<file path="src/drive_limit_cfg.svh">
// constants of the limit warning, initial ramp and fill sequencer
// assumes one 125 MHz clock and a 32-bit classic wishbone slave port
// Operation
// - reference-low warning while remote reference is below the lower reference limit
// - reference-high warning while resulting reference is above the upper reference limit
// - both reference comparisons only act when remote reference is selected
// - feedback-low warning while feedback is below the feedback floor
// - feedback-high warning while feedback is above the feedback ceiling
// - warnings are suppressed during ramp-up, ramp-down and standstill
// - warnings enable only once output frequency has reached its reference
// - each warning can be routed to the signal terminal and the relays
// - feedback floor accepts -999,999.999 up to the current feedback ceiling
// - initial ramp brings motor to minimum speed, then normal ramp-up takes over
// - initial ramp time is 000.1 s to 360.0 s in 0.1 s steps
// - initial ramp time 000.0 means off and normal ramp-up is used
// - fill mode needs closed loop, nonzero fill rate and normal regulator direction
// - fill mode starts when output reaches minimum frequency after start
// - fill samples feedback, then ramps pressure target at fill rate to filled setpoint
// - when feedback reaches filled setpoint, switch to operating setpoint one or two
// - fill rate is off or 0.001 to 999999.999 units per second in .001 steps
// - filled setpoint is bounded by minimum feedback and maximum reference, .01 steps
`ifndef DRIVE_LIMIT_CFG_SVH
`define DRIVE_LIMIT_CFG_SVH
`define ADR_CTRL 8'h00
`define ADR_STATUS 8'h04
`define ADR_IRQ_STAT 8'h08
`define ADR_IRQ_MASK 8'h0c
`define ADR_REF_LOW 8'h10
`define ADR_REF_HIGH 8'h14
`define ADR_FB_FLOOR 8'h18
`define ADR_FB_CEIL 8'h1c
`define ADR_INIT_RAMP 8'h20
`define ADR_MIN_FREQ 8'h24
`define ADR_FILL_RATE 8'h28
`define ADR_FILLED_SP 8'h2c
`define ADR_SP1 8'h30
`define ADR_SP2 8'h34
`define ADR_FB_MIN 8'h38
`define ADR_REF_MAX 8'h3c
`define ADR_ROUTE 8'h40
`define CTRL_START 0
`define CTRL_REMOTE 1
`define CTRL_CLOSED 2
`define CTRL_INVERSE 3
`define CTRL_SP2 4
`define VAL_MIN 32'shc4653601
`define VAL_MAX 32'sh3b9ac9ff
`define INIT_RAMP_MAX 32'sh00000e10
`define SP_STEP 32'sh0000000a
`define CLK_MHZ 125
`define FILL_TICK_US 1000
`define FILL_TICK_CYC (`FILL_TICK_US * `CLK_MHZ)
`define MICRO_PER_MILLI 48'sh0000000003e8
`endif

</file>
<file path="src/drive_limit_pkg.sv">
// types shared by the limit warning and fill sequencer
// assumes nothing beyond the constants header
package drive_limit_pkg;
    typedef enum logic [2:0] {
        ST_STOP, ST_INIT_RAMP, ST_RAMP_UP, ST_FILL, ST_RUN, ST_RAMP_DOWN
    } drive_state_t;
    typedef logic signed [31:0] value_t;
endpackage

</file>
<file path="src/drive_limit_warn_fill_ramp.sv">
// limit warnings, initial ramp selection and pipe fill sequencing
// assumes reference, feedback and frequency inputs come from same-clock logic
//
// Added by the designer: register access over Wishbone and the register offsets.
`timescale 1ns/10ps
`default_nettype none
`include "drive_limit_cfg.svh"
module drive_limit_warn_fill_ramp
    import drive_limit_pkg::*;
#(
    parameter int FILL_TICK_CYC = `FILL_TICK_CYC
) (
    input wire logic clk_i,            // 125 MHz clock
    input wire logic rst_i,            // sync reset, high
    input wire logic ce_i,             // clock enable
    input wire logic cyc_i,            // wishbone cycle
    input wire logic stb_i,            // wishbone strobe
    input wire logic we_i,             // wishbone write
    input wire logic [7:0] adr_i,      // byte address
    input wire logic [31:0] dat_i,     // write data
    input wire logic [3:0] sel_i,      // byte enables
    output logic [31:0] dat_o,         // read data
    output logic ack_o,                // wishbone ack
    input wire value_t remote_ref_i,   // remote reference
    input wire value_t result_ref_i,   // resulting reference
    input wire value_t feedback_i,     // pressure feedback
    input wire value_t out_freq_i,     // output frequency
    input wire value_t freq_ref_i,     // frequency being tracked
    output logic ref_under_flag_o,     // reference low
    output logic ref_over_flag_o,      // reference high
    output logic feedback_under_flag_o, // feedback low
    output logic feedback_over_flag_o, // feedback high
    output logic term_o,               // signal output terminal
    output logic [1:0] relay_o,        // relay outputs
    output logic init_ramp_active_o,   // initial ramp rate in use
    output logic [11:0] init_ramp_time_o, // initial ramp, 0.1 s units
    output logic fill_active_o,        // fill mode running
    output value_t setpoint_o,         // regulator setpoint
    output logic irq_o                 // level interrupt
);

    ////////////////////////////////////////////////////////////////////
    // helpers

    function automatic value_t clampv(input value_t v, input value_t lo,
                                      input value_t hi);
        value_t r;
        r = v;
        if (v < lo) begin
            r = lo;
        end
        if (v > hi) begin
            r = hi;
        end
        return r;
    endfunction

    function automatic value_t merge(input value_t old, input logic [31:0] nw, input logic [3:0] be);
        value_t r;
        r = old;
        for (int i = 0; i < 4; i++) begin
            if (be[i]) begin
                r[i*8 +: 8] = nw[i*8 +: 8];
            end
        end
        return r;
    endfunction

    ////////////////////////////////////////////////////////////////////
    // register state

    logic [4:0] ctrl_reg;
    logic [4:0] irq_stat_reg;
    logic [4:0] irq_mask_reg;
    logic [11:0] route_reg;
    value_t ref_low_reg;
    value_t ref_high_reg;
    value_t fb_floor_reg;
    value_t fb_ceil_reg;
    value_t init_ramp_reg;
    value_t min_freq_reg;
    value_t fill_rate_reg;
    value_t filled_sp_reg;
    value_t sp1_reg;
    value_t sp2_reg;
    value_t fb_min_reg;
    value_t ref_max_reg;
    logic [31:0] dat_reg;
    logic ack_reg;
    logic [3:0] warn_reg;
    logic [3:0] warn_prev_reg;
    logic term_reg;
    logic [1:0] relay_reg;
    value_t setpoint_reg;
    drive_state_t state_reg;
    drive_state_t state_next;
    logic filled_once_reg;
    logic signed [47:0] target_reg;
    logic [31:0] tick_cnt_reg;

    ////////////////////////////////////////////////////////////////////
    // bus decode

    wire req = cyc_i & stb_i & ~ack_reg;
    wire wr = req & we_i;
    wire sel_ctrl = adr_i == `ADR_CTRL;
    wire sel_status = adr_i == `ADR_STATUS;
    wire sel_istat = adr_i == `ADR_IRQ_STAT;
    wire sel_imask = adr_i == `ADR_IRQ_MASK;
    wire sel_rlow = adr_i == `ADR_REF_LOW;
    wire sel_rhigh = adr_i == `ADR_REF_HIGH;
    wire sel_ffloor = adr_i == `ADR_FB_FLOOR;
    wire sel_fceil = adr_i == `ADR_FB_CEIL;
    wire sel_iramp = adr_i == `ADR_INIT_RAMP;
    wire sel_minf = adr_i == `ADR_MIN_FREQ;
    wire sel_frate = adr_i == `ADR_FILL_RATE;
    wire sel_fsp = adr_i == `ADR_FILLED_SP;
    wire sel_sp1 = adr_i == `ADR_SP1;
    wire sel_sp2 = adr_i == `ADR_SP2;
    wire sel_fbmin = adr_i == `ADR_FB_MIN;
    wire sel_rmax = adr_i == `ADR_REF_MAX;
    wire sel_route = adr_i == `ADR_ROUTE;

    // write data merged with the old word, then held inside legal ranges; w_generic takes dat_i whole, unclamped
    wire value_t w_rlow = clampv(merge(ref_low_reg, dat_i, sel_i), `VAL_MIN, ref_high_reg);
    wire value_t w_rhigh = clampv(merge(ref_high_reg, dat_i, sel_i), ref_low_reg, `VAL_MAX);
    wire value_t w_ffloor = clampv(merge(fb_floor_reg, dat_i, sel_i), `VAL_MIN, fb_ceil_reg);
    wire value_t w_fceil = clampv(merge(fb_ceil_reg, dat_i, sel_i), fb_floor_reg, `VAL_MAX);
    wire value_t w_iramp = clampv(merge(init_ramp_reg, dat_i, sel_i), 32'sh0, `INIT_RAMP_MAX);
    wire value_t w_frate = clampv(merge(fill_rate_reg, dat_i, sel_i), 32'sh0, `VAL_MAX);
    wire value_t w_fsp_raw = merge(filled_sp_reg, dat_i, sel_i);
    // snap to whole 0.01 steps before bounding
    wire value_t w_fsp_step = w_fsp_raw - (w_fsp_raw % `SP_STEP);
    wire value_t w_fsp = clampv(w_fsp_step, fb_min_reg, ref_max_reg);
    wire value_t w_generic = value_t'(dat_i);

    ////////////////////////////////////////////////////////////////////
    // operating conditions

    wire start_cmd = ctrl_reg[`CTRL_START];
    wire init_on = init_ramp_reg != 32'sh0;
    wire fill_ok = ctrl_reg[`CTRL_CLOSED] & (fill_rate_reg != 32'sh0)
                   & ~ctrl_reg[`CTRL_INVERSE];
    wire at_min = out_freq_i >= min_freq_reg;
    wire at_ref = out_freq_i == freq_ref_i;
    wire stopped = out_freq_i == 32'sh0;
    wire fill_reached = feedback_i >= filled_sp_reg;
    wire warn_en = state_reg == ST_RUN;
    wire remote_sel = ctrl_reg[`CTRL_REMOTE];
    wire tick = tick_cnt_reg == 32'(FILL_TICK_CYC - 1);
    wire signed [47:0] filled_fine = 48'(filled_sp_reg) * `MICRO_PER_MILLI;
    wire signed [47:0] target_step = target_reg + 48'(fill_rate_reg);
    wire value_t target_out = value_t'(target_reg / `MICRO_PER_MILLI);
    wire value_t op_sp = ctrl_reg[`CTRL_SP2] ? sp2_reg : sp1_reg;

    wire [3:0] warn_now;
    assign warn_now[0] = warn_en & remote_sel & (remote_ref_i < ref_low_reg);
    assign warn_now[1] = warn_en & remote_sel & (result_ref_i > ref_high_reg);
    assign warn_now[2] = warn_en & (feedback_i < fb_floor_reg);
    assign warn_now[3] = warn_en & (feedback_i > fb_ceil_reg);

    wire term_now = |(warn_reg & route_reg[3:0]);
    wire [1:0] relay_now = {|(warn_reg & route_reg[11:8]), |(warn_reg & route_reg[7:4])};

    // events: rising edge of each warning and fill completion
    wire fill_done_ev = state_reg == ST_FILL && state_next != ST_FILL && fill_reached;
    wire [4:0] events = {fill_done_ev, warn_reg & ~warn_prev_reg};

    ////////////////////////////////////////////////////////////////////
    // sequencer

    always_comb begin
        state_next = state_reg;
        case (state_reg)
            ST_STOP: begin
                if (start_cmd) begin
                    state_next = (init_on && !at_min) ? ST_INIT_RAMP : ST_RAMP_UP;
                end
            end
            ST_INIT_RAMP: begin
                if (!start_cmd) begin
                    state_next = ST_RAMP_DOWN;
                end else if (at_min) begin
                    state_next = fill_ok ? ST_FILL : ST_RAMP_UP;
                end
            end
            ST_RAMP_UP: begin
                if (!start_cmd) begin
                    state_next = ST_RAMP_DOWN;
                end else if (fill_ok && !filled_once_reg && at_min) begin
                    state_next = ST_FILL;
                end else if (at_ref) begin
                    state_next = ST_RUN;
                end
            end
            ST_FILL: begin
                if (!start_cmd) begin
                    state_next = ST_RAMP_DOWN;
                end else if (fill_reached) begin
                    state_next = ST_RAMP_UP;
                end
            end
            ST_RUN: begin
                if (!start_cmd) begin
                    state_next = ST_RAMP_DOWN;
                end else if (!at_ref) begin
                    state_next = ST_RAMP_UP;
                end
            end
            ST_RAMP_DOWN: begin
                if (start_cmd) begin
                    state_next = ST_RAMP_UP;
                end else if (stopped) begin
                    state_next = ST_STOP;
                end
            end
            default: state_next = ST_STOP;
        endcase
    end

    always_ff @(posedge clk_i) begin
        if (rst_i) begin
            state_reg <= ST_STOP;
            filled_once_reg <= 1'b0;
        end else if (ce_i) begin
            state_reg <= state_next;
            if (state_reg == ST_STOP) begin
                filled_once_reg <= 1'b0;
            end else if (fill_done_ev) begin
                filled_once_reg <= 1'b1;
            end
        end
    end

    // pressure target in micro-units, stepped once per millisecond
    always_ff @(posedge clk_i) begin
        if (rst_i) begin
            target_reg <= 48'sh0;
            tick_cnt_reg <= 32'h0;
        end else if (ce_i) begin
            tick_cnt_reg <= tick ? 32'h0 : tick_cnt_reg + 32'h1;
            if (state_reg != ST_FILL && state_next == ST_FILL) begin
                target_reg <= 48'(feedback_i) * `MICRO_PER_MILLI;
                tick_cnt_reg <= 32'h0;
            end else if (state_reg == ST_FILL && tick) begin
                target_reg <= (target_step > filled_fine) ? filled_fine : target_step;
            end
        end
    end

    ////////////////////////////////////////////////////////////////////
    // warnings and outputs; flags follow their condition each cycle

    always_ff @(posedge clk_i) begin
        if (rst_i) begin
            warn_reg <= 4'h0;
            warn_prev_reg <= 4'h0;
            term_reg <= 1'b0;
            relay_reg <= 2'h0;
            setpoint_reg <= 32'sh0;
        end else if (ce_i) begin
            warn_reg <= warn_now;
            warn_prev_reg <= warn_reg;
            term_reg <= term_now;
            relay_reg <= relay_now;
            setpoint_reg <= (state_reg == ST_FILL) ? target_out : op_sp;
        end
    end

    assign ref_under_flag_o = warn_reg[0];
    assign ref_over_flag_o = warn_reg[1];
    assign feedback_under_flag_o = warn_reg[2];
    assign feedback_over_flag_o = warn_reg[3];
    assign term_o = term_reg;
    assign relay_o = relay_reg;
    assign setpoint_o = setpoint_reg;
    assign init_ramp_active_o = state_reg == ST_INIT_RAMP;
    assign init_ramp_time_o = init_ramp_reg[11:0];
    assign fill_active_o = state_reg == ST_FILL;
    assign irq_o = |(irq_stat_reg & irq_mask_reg);

    ////////////////////////////////////////////////////////////////////
    // register writes; a new event beats a write-one clear

    always_ff @(posedge clk_i) begin
        if (rst_i) begin
            ctrl_reg <= 5'h0;
            irq_stat_reg <= 5'h0;
            irq_mask_reg <= 5'h0;
            route_reg <= 12'h0;
        end else if (ce_i) begin
            if (wr && sel_ctrl) begin
                ctrl_reg <= dat_i[4:0];
            end
            if (wr && sel_imask) begin
                irq_mask_reg <= dat_i[4:0];
            end
            if (wr && sel_route) begin
                route_reg <= dat_i[11:0];
            end
            irq_stat_reg <= (irq_stat_reg & ~((wr && sel_istat) ? dat_i[4:0] : 5'h0)) | events;
        end
    end

    always_ff @(posedge clk_i) begin
        if (rst_i) begin
            ref_low_reg <= `VAL_MIN;
            ref_high_reg <= `VAL_MAX;
            fb_floor_reg <= `VAL_MIN;
            fb_ceil_reg <= `VAL_MAX;
            init_ramp_reg <= 32'sh0;
            min_freq_reg <= 32'sh0;
            fill_rate_reg <= 32'sh0;
            filled_sp_reg <= 32'sh0;
            sp1_reg <= 32'sh0;
            sp2_reg <= 32'sh0;
            fb_min_reg <= 32'sh0;
            ref_max_reg <= `VAL_MAX;
        end else if (ce_i && wr) begin
            if (sel_rlow) ref_low_reg <= w_rlow;
            if (sel_rhigh) ref_high_reg <= w_rhigh;
            if (sel_ffloor) fb_floor_reg <= w_ffloor;
            if (sel_fceil) fb_ceil_reg <= w_fceil;
            if (sel_iramp) init_ramp_reg <= w_iramp;
            if (sel_minf) min_freq_reg <= w_generic;
            if (sel_frate) fill_rate_reg <= w_frate;
            if (sel_fsp) filled_sp_reg <= w_fsp;
            if (sel_sp1) sp1_reg <= w_generic;
            if (sel_sp2) sp2_reg <= w_generic;
            if (sel_fbmin) fb_min_reg <= w_generic;
            if (sel_rmax) ref_max_reg <= w_generic;
        end
    end

    ////////////////////////////////////////////////////////////////////
    // read path; unmapped addresses answer with zero

    wire [31:0] status_word = {27'h0, !init_on, state_reg, warn_reg[3:0] != 4'h0};
    wire [31:0] rd_mux =
        sel_ctrl ? 32'(ctrl_reg) :
        sel_status ? status_word :
        sel_istat ? 32'(irq_stat_reg) :
        sel_imask ? 32'(irq_mask_reg) :
        sel_rlow ? ref_low_reg :
        sel_rhigh ? ref_high_reg :
        sel_ffloor ? fb_floor_reg :
        sel_fceil ? fb_ceil_reg :
        sel_iramp ? init_ramp_reg :
        sel_minf ? min_freq_reg :
        sel_frate ? fill_rate_reg :
        sel_fsp ? filled_sp_reg :
        sel_sp1 ? sp1_reg :
        sel_sp2 ? sp2_reg :
        sel_fbmin ? fb_min_reg :
        sel_rmax ? ref_max_reg :
        sel_route ? 32'(route_reg) : 32'h0;

    always_ff @(posedge clk_i) begin
        if (rst_i) begin
            ack_reg <= 1'b0;
            dat_reg <= 32'h0;
        end else if (ce_i) begin
            ack_reg <= req;
            if (req && !we_i) begin
                dat_reg <= rd_mux;
            end
        end
    end

    assign ack_o = ack_reg;
    assign dat_o = dat_reg;

endmodule
`default_nettype wire

</file>
<file path="config.mk">
export PLATFORM = sky130hd
export DESIGN_NAME = drive_limit_warn_fill_ramp
export DESIGN_NICKNAME = d
export VERILOG_FILES = /design/src/drive_limit_pkg.sv /design/src/drive_limit_warn_fill_ramp.sv
export VERILOG_INCLUDE_DIRS = /design/src
export SDC_FILE = /design/constraint.sdc
export NUM_CORES = 2
export LEC_CHECK = 0
export ABC_AREA = 1
export ABC_CLOCK_PERIOD_IN_PS = 33900
export BUFFER_PORTS_ARGS = -buffer_cell sky130_fd_sc_hd__buf_2
export CAP_MARGIN = 10
export CORE_AREA = 4 4 353 355
export CTS_CLUSTER_DIAMETER = 100
export DETAILED_ROUTE_END_ITERATION = 6
export DIE_AREA = 0 0 357 359
export HOLD_SLACK_MARGIN = 0.12
export MAX_ROUTING_LAYER = met4
export PLACE_DENSITY_LB_ADDON = 0.12
export REMOVE_ABC_BUFFERS = 1
export SLEW_MARGIN = 20
export SYNTH_ARGS = -nofsm -noshare
export SYNTH_HDL_FRONTEND = slang
export SYNTH_SLANG_ARGS = --single-unit
</file>
<file path="constraint.sdc">
create_clock -name clk_i -period 33.9 [get_ports clk_i]
set_clock_uncertainty 0.1 [all_clocks]
set_input_delay 1.695 -clock clk_i [delete_from_list [all_inputs] [get_ports clk_i]]
set_output_delay 1.695 -clock clk_i [all_outputs]
set_load 0.02 [all_outputs]
</file>
=== Word-level counts from Yosys, hierarchy flattened ===
Index checks and enable logic that the tools add are counted.
W data, S select, Z words.

* Bits in registers: 571
* Output and inout bits: 87
* Logic and storage cells: 233
* Input port bits: 210

* Reductions and logical operators: 47
* $add $sub $neg: 3
* Eq/ne operators: 26
* Multipliers: 2
* Magnitude comparators: 21
* Bitwise logic cells: 21
* Multiplexer cells: 84
* Divide/modulo/power cells: 2

{| class="wikitable"
|+ Operators by type and width
! cell !! number
|-
| $mux W32 || 34
|-
| $mux W8 || 28
|-
| $gt A32 B32 Y1 || 5
|-
| $lt A32 B32 Y1 || 5
|-
| $mux W48 || 3
|-
| $gt A32 B31 Y1 const B || 3
|-
| $mul A32 B8 Y40 const B || 2
|-
| $eq A8 B6 Y1 const B || 8
|-
| $ge A32 B32 Y1 || 2
|-
| $lt A32 B1 Y1 const B || 2
|-
| $lt A32 B31 Y1 const B || 2
|-
| $reduce_bool A32 Y1 || 2
|-
| $add A48 B32 Y48 || 1
|-
| $div A48 B11 Y48 const B || 1
|-
| $gt A48 B43 Y1 || 1
|-
| $mux W3 || 12
|-
| $reduce_and A2 Y1 || 18
|-
| $add A32 B1 Y32 const B || 1
|-
| $eq A32 B17 Y1 const B || 1
|-
| $eq A32 B32 Y1 || 1
|-
| $eq A8 B5 Y1 const B || 4
|-
| $gt A32 B13 Y1 const B || 1
|-
| $logic_not A32 Y1 || 1
|-
| $mod A32 B5 Y32 const B || 1
|-
| 28 further kinds || 67
|}

=== Longest topological paths before layout ===
* Depth in word-level cells: 18
* Depth in mapped cells: 248
* Mapped depth without buffers: 248

=== Worst setup path before layout ===
No wires, ideal clock.

* Path type: input-to-reg
* Start point: input sel_i[0]
* End point: register filled_sp_reg[11]
* Library setup time: 0.074 ns
* Arrival: 25.144 ns
* Setup slack: 8.582 ns
* Path buffers: 3
* Stages: 211
* Data required time: 33.726 ns
* Cell sequence: clkbuf_1 inv_1 a21oi_1 inv_1 nor3_1 inv_1 nor2_1 nand3_1 nor3_1 nand3_1 nor3_1 nand2_1 inv_1 nand3_1 nor2_1 inv_1 nor2_1 nand3_1 [... 175 more ...] nand3_1 nor2_1 a2111oi_0 xnor2_1 inv_1 ha_1 nand2_1 or4_1 nor4_1 nand3_1 nand2_1 a2111oi_0 xor2_1 nand2_1 clkbuf_1 clkbuf_1 o211ai_1 a31oi_1

* Cells in the longest elaborated chain, start to end: 6
* Elaborated cells on any way between the ends: 7
* Classes of those cells: 1 x add/sub; 1 x div; 2 x order compare; 3 x mux

{| class="wikitable"
|+ RTL lines
! item !! RTL line !! source
|-
| start: declaration || drive_limit_warn_fill_ramp.sv:21 || <nowiki>input wire logic [3:0] sel_i,</nowiki>
|-
| $mux W8 * || drive_limit_warn_fill_ramp.sv:62 || <nowiki>if (be[i]) begin</nowiki>
|-
| $mod A32 B5 Y32 (no line) || n/a ||
|-
| $sub A32 B32 Y32 * || drive_limit_warn_fill_ramp.sv:133 || <nowiki>wire value_t w_fsp_step = w_fsp_raw - (w_fsp_raw % `SP_STEP);</nowiki>
|-
| $lt A32 B32 Y1 || drive_limit_warn_fill_ramp.sv:49 || <nowiki>if (v < lo) begin</nowiki>
|-
| $mux W32 || drive_limit_warn_fill_ramp.sv:49 ||
|-
| $mux W32 * || drive_limit_warn_fill_ramp.sv:52 || <nowiki>if (v > hi) begin</nowiki>
|-
| end signal: assignment || drive_limit_warn_fill_ramp.sv:327 || <nowiki>if (sel_fsp) filled_sp_reg <= w_fsp;</nowiki>
|-
| end: declaration || drive_limit_warn_fill_ramp.sv:83 || <nowiki>value_t filled_sp_reg;</nowiki>
|}

Every way passes the cells marked *; elsewhere a longest branch is shown, timed or not.
A chain may end at the register's enable or synchronous reset.

=== Worst setup path after layout ===
* Start point: input sel_i[0]
* End point: register filled_sp_reg[3]

The elaborated chain is that of the path after synthesis.

==> results by group <==
STA
  – Setup TNS: 0 ns
  – Peak Freq: 0.03345 GHz
  – Final hold vios: 0
  – RSZ-0062 raised after global routing: false
  – Slew @ Worst Pin: 1.309 ns
  – Slew Limit Headroom: 12.04%
  – Worst hold slack: 0.3578 ns
  – Period utilization: 88.18%
  – Final Critical Period: 29.89 ns
  – Endpoints failing setup: 0
  – Fin. max-slew vios: 0

Worst setup path
  – CP Data Required Time: 34.33 ns
  – R2R depth: 209
  – R2R setup slack: 5.20 ns
  – CP startpoint kind: input port
  – Critical path peak fanout: 41
  – Data arrival, critical path: 30.32 ns
  – Reg2reg end: filled_sp_reg[3]$_SDFFE_PP0P_
  – Worst flop-to-flop path startpoint: filled_sp_reg[0]$_SDFFE_PP0P_
  – Setup CP Type: input port to register
  – Slowest stage delay, CP: 0.56 ns
  – Most used cell, CP: nand2_1
  – Worst Setup End Kind: register
  – CP max-delay cell: or4_1

Yosys
  – XOR/XNOR Fraction of Synth Area: 4.975%
  – Combinational family with the most area after synthesis: simple AND/OR/NAND/NOR gates
  – Syn_area_per_cell: 6.948 µm²
  – Multiplexer area fraction after synthesis: 0%
  – Post-synth cell types: 87
  – Ys async rst share: 0%
  – Mapped Cells: 9578
  – EDFF count, synth: 0
  – Synth Flop Type: dfxtp_1
  – Seq/Total Area, Yosys: 17.12%
  – Netlist Area Pre-Place: 0.06655 mm²
  – YS warnings: 0
  – Synth Register Bits: 569
  – Post-Synth Adder-Cell Area: 20.90%
  – Synth Area in Simple Gates: 24.98%
  – Synth Area in Compound Gates: 21.94%

Floorplan
  – IO Pins: 297
  – Initial Utilization: 54.82%
  – DIE AREA: 0.1282 mm²
  – Cell Rows: 128
  – Core Region: 0.1214 mm²
  – Die H: 359 µm
  – Die width: 357 µm

Layout
  – P&R area growth vs syn: 7.928%
  – Total Nets Final: 10900
  – Most frequent cells in the layout: nand2_1, inv_1, a21oi_1
  – Multi-input gate area: 0.04858 mm²
  – Layout cells sized above 1: 12.61%
  – Util after Layout: 59.17%
  – Fillcell total: 11710
  – Max FFs per register: 48
  – Storage cell area: 0.01139 mm²
  – Commonest non-fill, non-tap cell in the layout: nand2_1

Route
  – Starting DRC count in detailed routing: 7536
  – DR vias: 70370
  – Post-Route WL: 274.2 mm
  – DRT Pass-1 Iters: 7
  – Wire length per cell: 24.00 µm
  – Final ANT Viol Nets: 0
  – DR vias/cell: 6.159
  – DRC: 0

Global routing
  – Grt ovf: 0
  – First-pass GRT wire length: 404.9 mm
  – Initial antenna violation count: 24
  – Total GRT Usage: 42.41%
  – Largest net degree at the start of global routing: 130
  – Vias in the first global route: 65720

CTS
  – CTS max path bufs: 3
  – CTS tree: built
  – Num CTS Buffers: 72
  – CTS clk-pin slew, worst paths: 0.06 ns
  – CTS root buf: clkbuf_16
  – Hold buffer count at cts: 0
  – TritonCTS Sinks: 569
  – Post-CTS setup buffers: 0
  – Clock latency on the worst-skew pair: 0.70 ns
  – H-Tree Depth: 3

Placement
  – Gpl congestion: 1.102
  – DPL Wire Length: 220.6 mm
  – I/O Buffers: 296

Worst hold path
  – HP Start: warn_prev_reg[0]$_SDFFE_PP0P_
  – Hold WC Path Type: register to register
  – WHS Endpoint: warn_prev_reg[0]$_SDFFE_PP0P_
  – Hold Path Depth: 2

Job
  – Max_cap viols: 0

Run status
  – Status: complete, no violations
-- cells by family after synthesis --
group	count (synthesis)
buffers and inverters	1674
adders and majority gates	963
DFF	569
AOI/OAI and AO/OA	2521
xor gates and xnor gates	378
and+or+nand+nor	3473
-- routing by layer --
metal	share of wire, %	track usage (%)	wire, µm	vias up
met5	0	-	0	-
met4	7.5	25.56	20640	0
met3	11	9.603	28820	809
met2	43	63.02	116700	3718
met1	39	52.38	108100	33050
li1	-	-	-	32800
-- stage by stage --
step / cell area [µm²] / cells / worst slack [ns]
global route: 71810 / 11420 / 0.1388
CTS: 71750 / 11400 / 4.200
floorplan: 64950 / 9246 / 7.072
detailed placement: 69440 / 11280 / 3.607
global placement: 69430 / 11280 / 4.231
finish: 71830 / 11430 / 4.007
-- synth_stat cells, types with 14 or more instances --
library cell,number,area (µm²)
nand2_1,1519,5702
inv_1,1227,4606
a21oi_1,978,4895
o21ai_0,766,3834
ha_1,715,8946
nor2_1,640,2402
dfxtp_1,569,11390
nand3_1,467,2337
xor2_1,281,2461
clkbuf_1,270,1013
fa_1,248,4965
nand2_2,223,1395
o211ai_1,197,1479
nand4_1,118,738.2
nor3_1,106,530.5
xnor2_1,97,849.6
inv_2,78,292.8
nand2_4,76,855.8
nor2_2,74,462.9
a31oi_1,72,450.4
o22ai_1,69,431.7
nand3_2,68,680.7
o21ai_1,67,335.3
nor4_1,60,375.4
a221oi_1,56,490.5
o2111ai_1,48,420.4
or2_2,38,237.7
o221ai_1,35,306.5
a211oi_1,34,255.2
a21o_1,23,172.7
nand3b_1,23,172.7
o21ai_2,23,201.4
clkbuf_8,20,275.3
o21bai_1,20,150.1
a21oi_2,18,157.7
a22oi_1,18,135.1
a2111oi_0,17,148.9
clkinv_1,17,63.81
nor2_4,16,180.2
buf_4,15,112.6
o21a_1,14,105.1
o31ai_1,14,105.1
-- repair_timing --
item,in CTS,in global routing
setup endpoints to repair,0,17
endpoints found under the hold margin,0,0
gates resized for setup,0,2
-- layout make-up --
cell class	instances	share of cell area, %
Antenna cell	24	0.08361
Clock buffer	98	2.855
Multi-Input combinational cell	7335	67.63
Clock inverter	27	0.3710
Timing Repair Buffer	406	3.226
Sequential cell	569	15.86
Inverter	1342	7.144
Tap cell	1625	2.831
-- worst max-delay path by stage --
stage                                         end     start  depth (start not counted)  slack, ns
floorplan           filled_sp_reg[0]$_SDFFE_PP0P_  sel_i[0]                        206       7.07
CTS                 filled_sp_reg[3]$_SDFFE_PP0P_  sel_i[0]                        214       4.20
global route        filled_sp_reg[3]$_SDFFE_PP0P_  sel_i[0]                        215       0.14
global placement    filled_sp_reg[3]$_SDFFE_PP0P_  sel_i[0]                        212       4.23
detailed placement  filled_sp_reg[3]$_SDFFE_PP0P_  sel_i[0]                        213       3.61
finish              filled_sp_reg[3]$_SDFFE_PP0P_  sel_i[0]                        213       4.01
-- worst max-delay path, delay by kind of cell --
kind            cells  cell delay (ns)
compound gates     26             4.46
simple gates      122            14.44
buf+inv            42             4.30
fa+ha+maj           3             0.93
xor+xnor           20             4.47
Power is not shown: default switching activity piles up to over one toggle a cycle in this logic, so the estimate is an artifact.
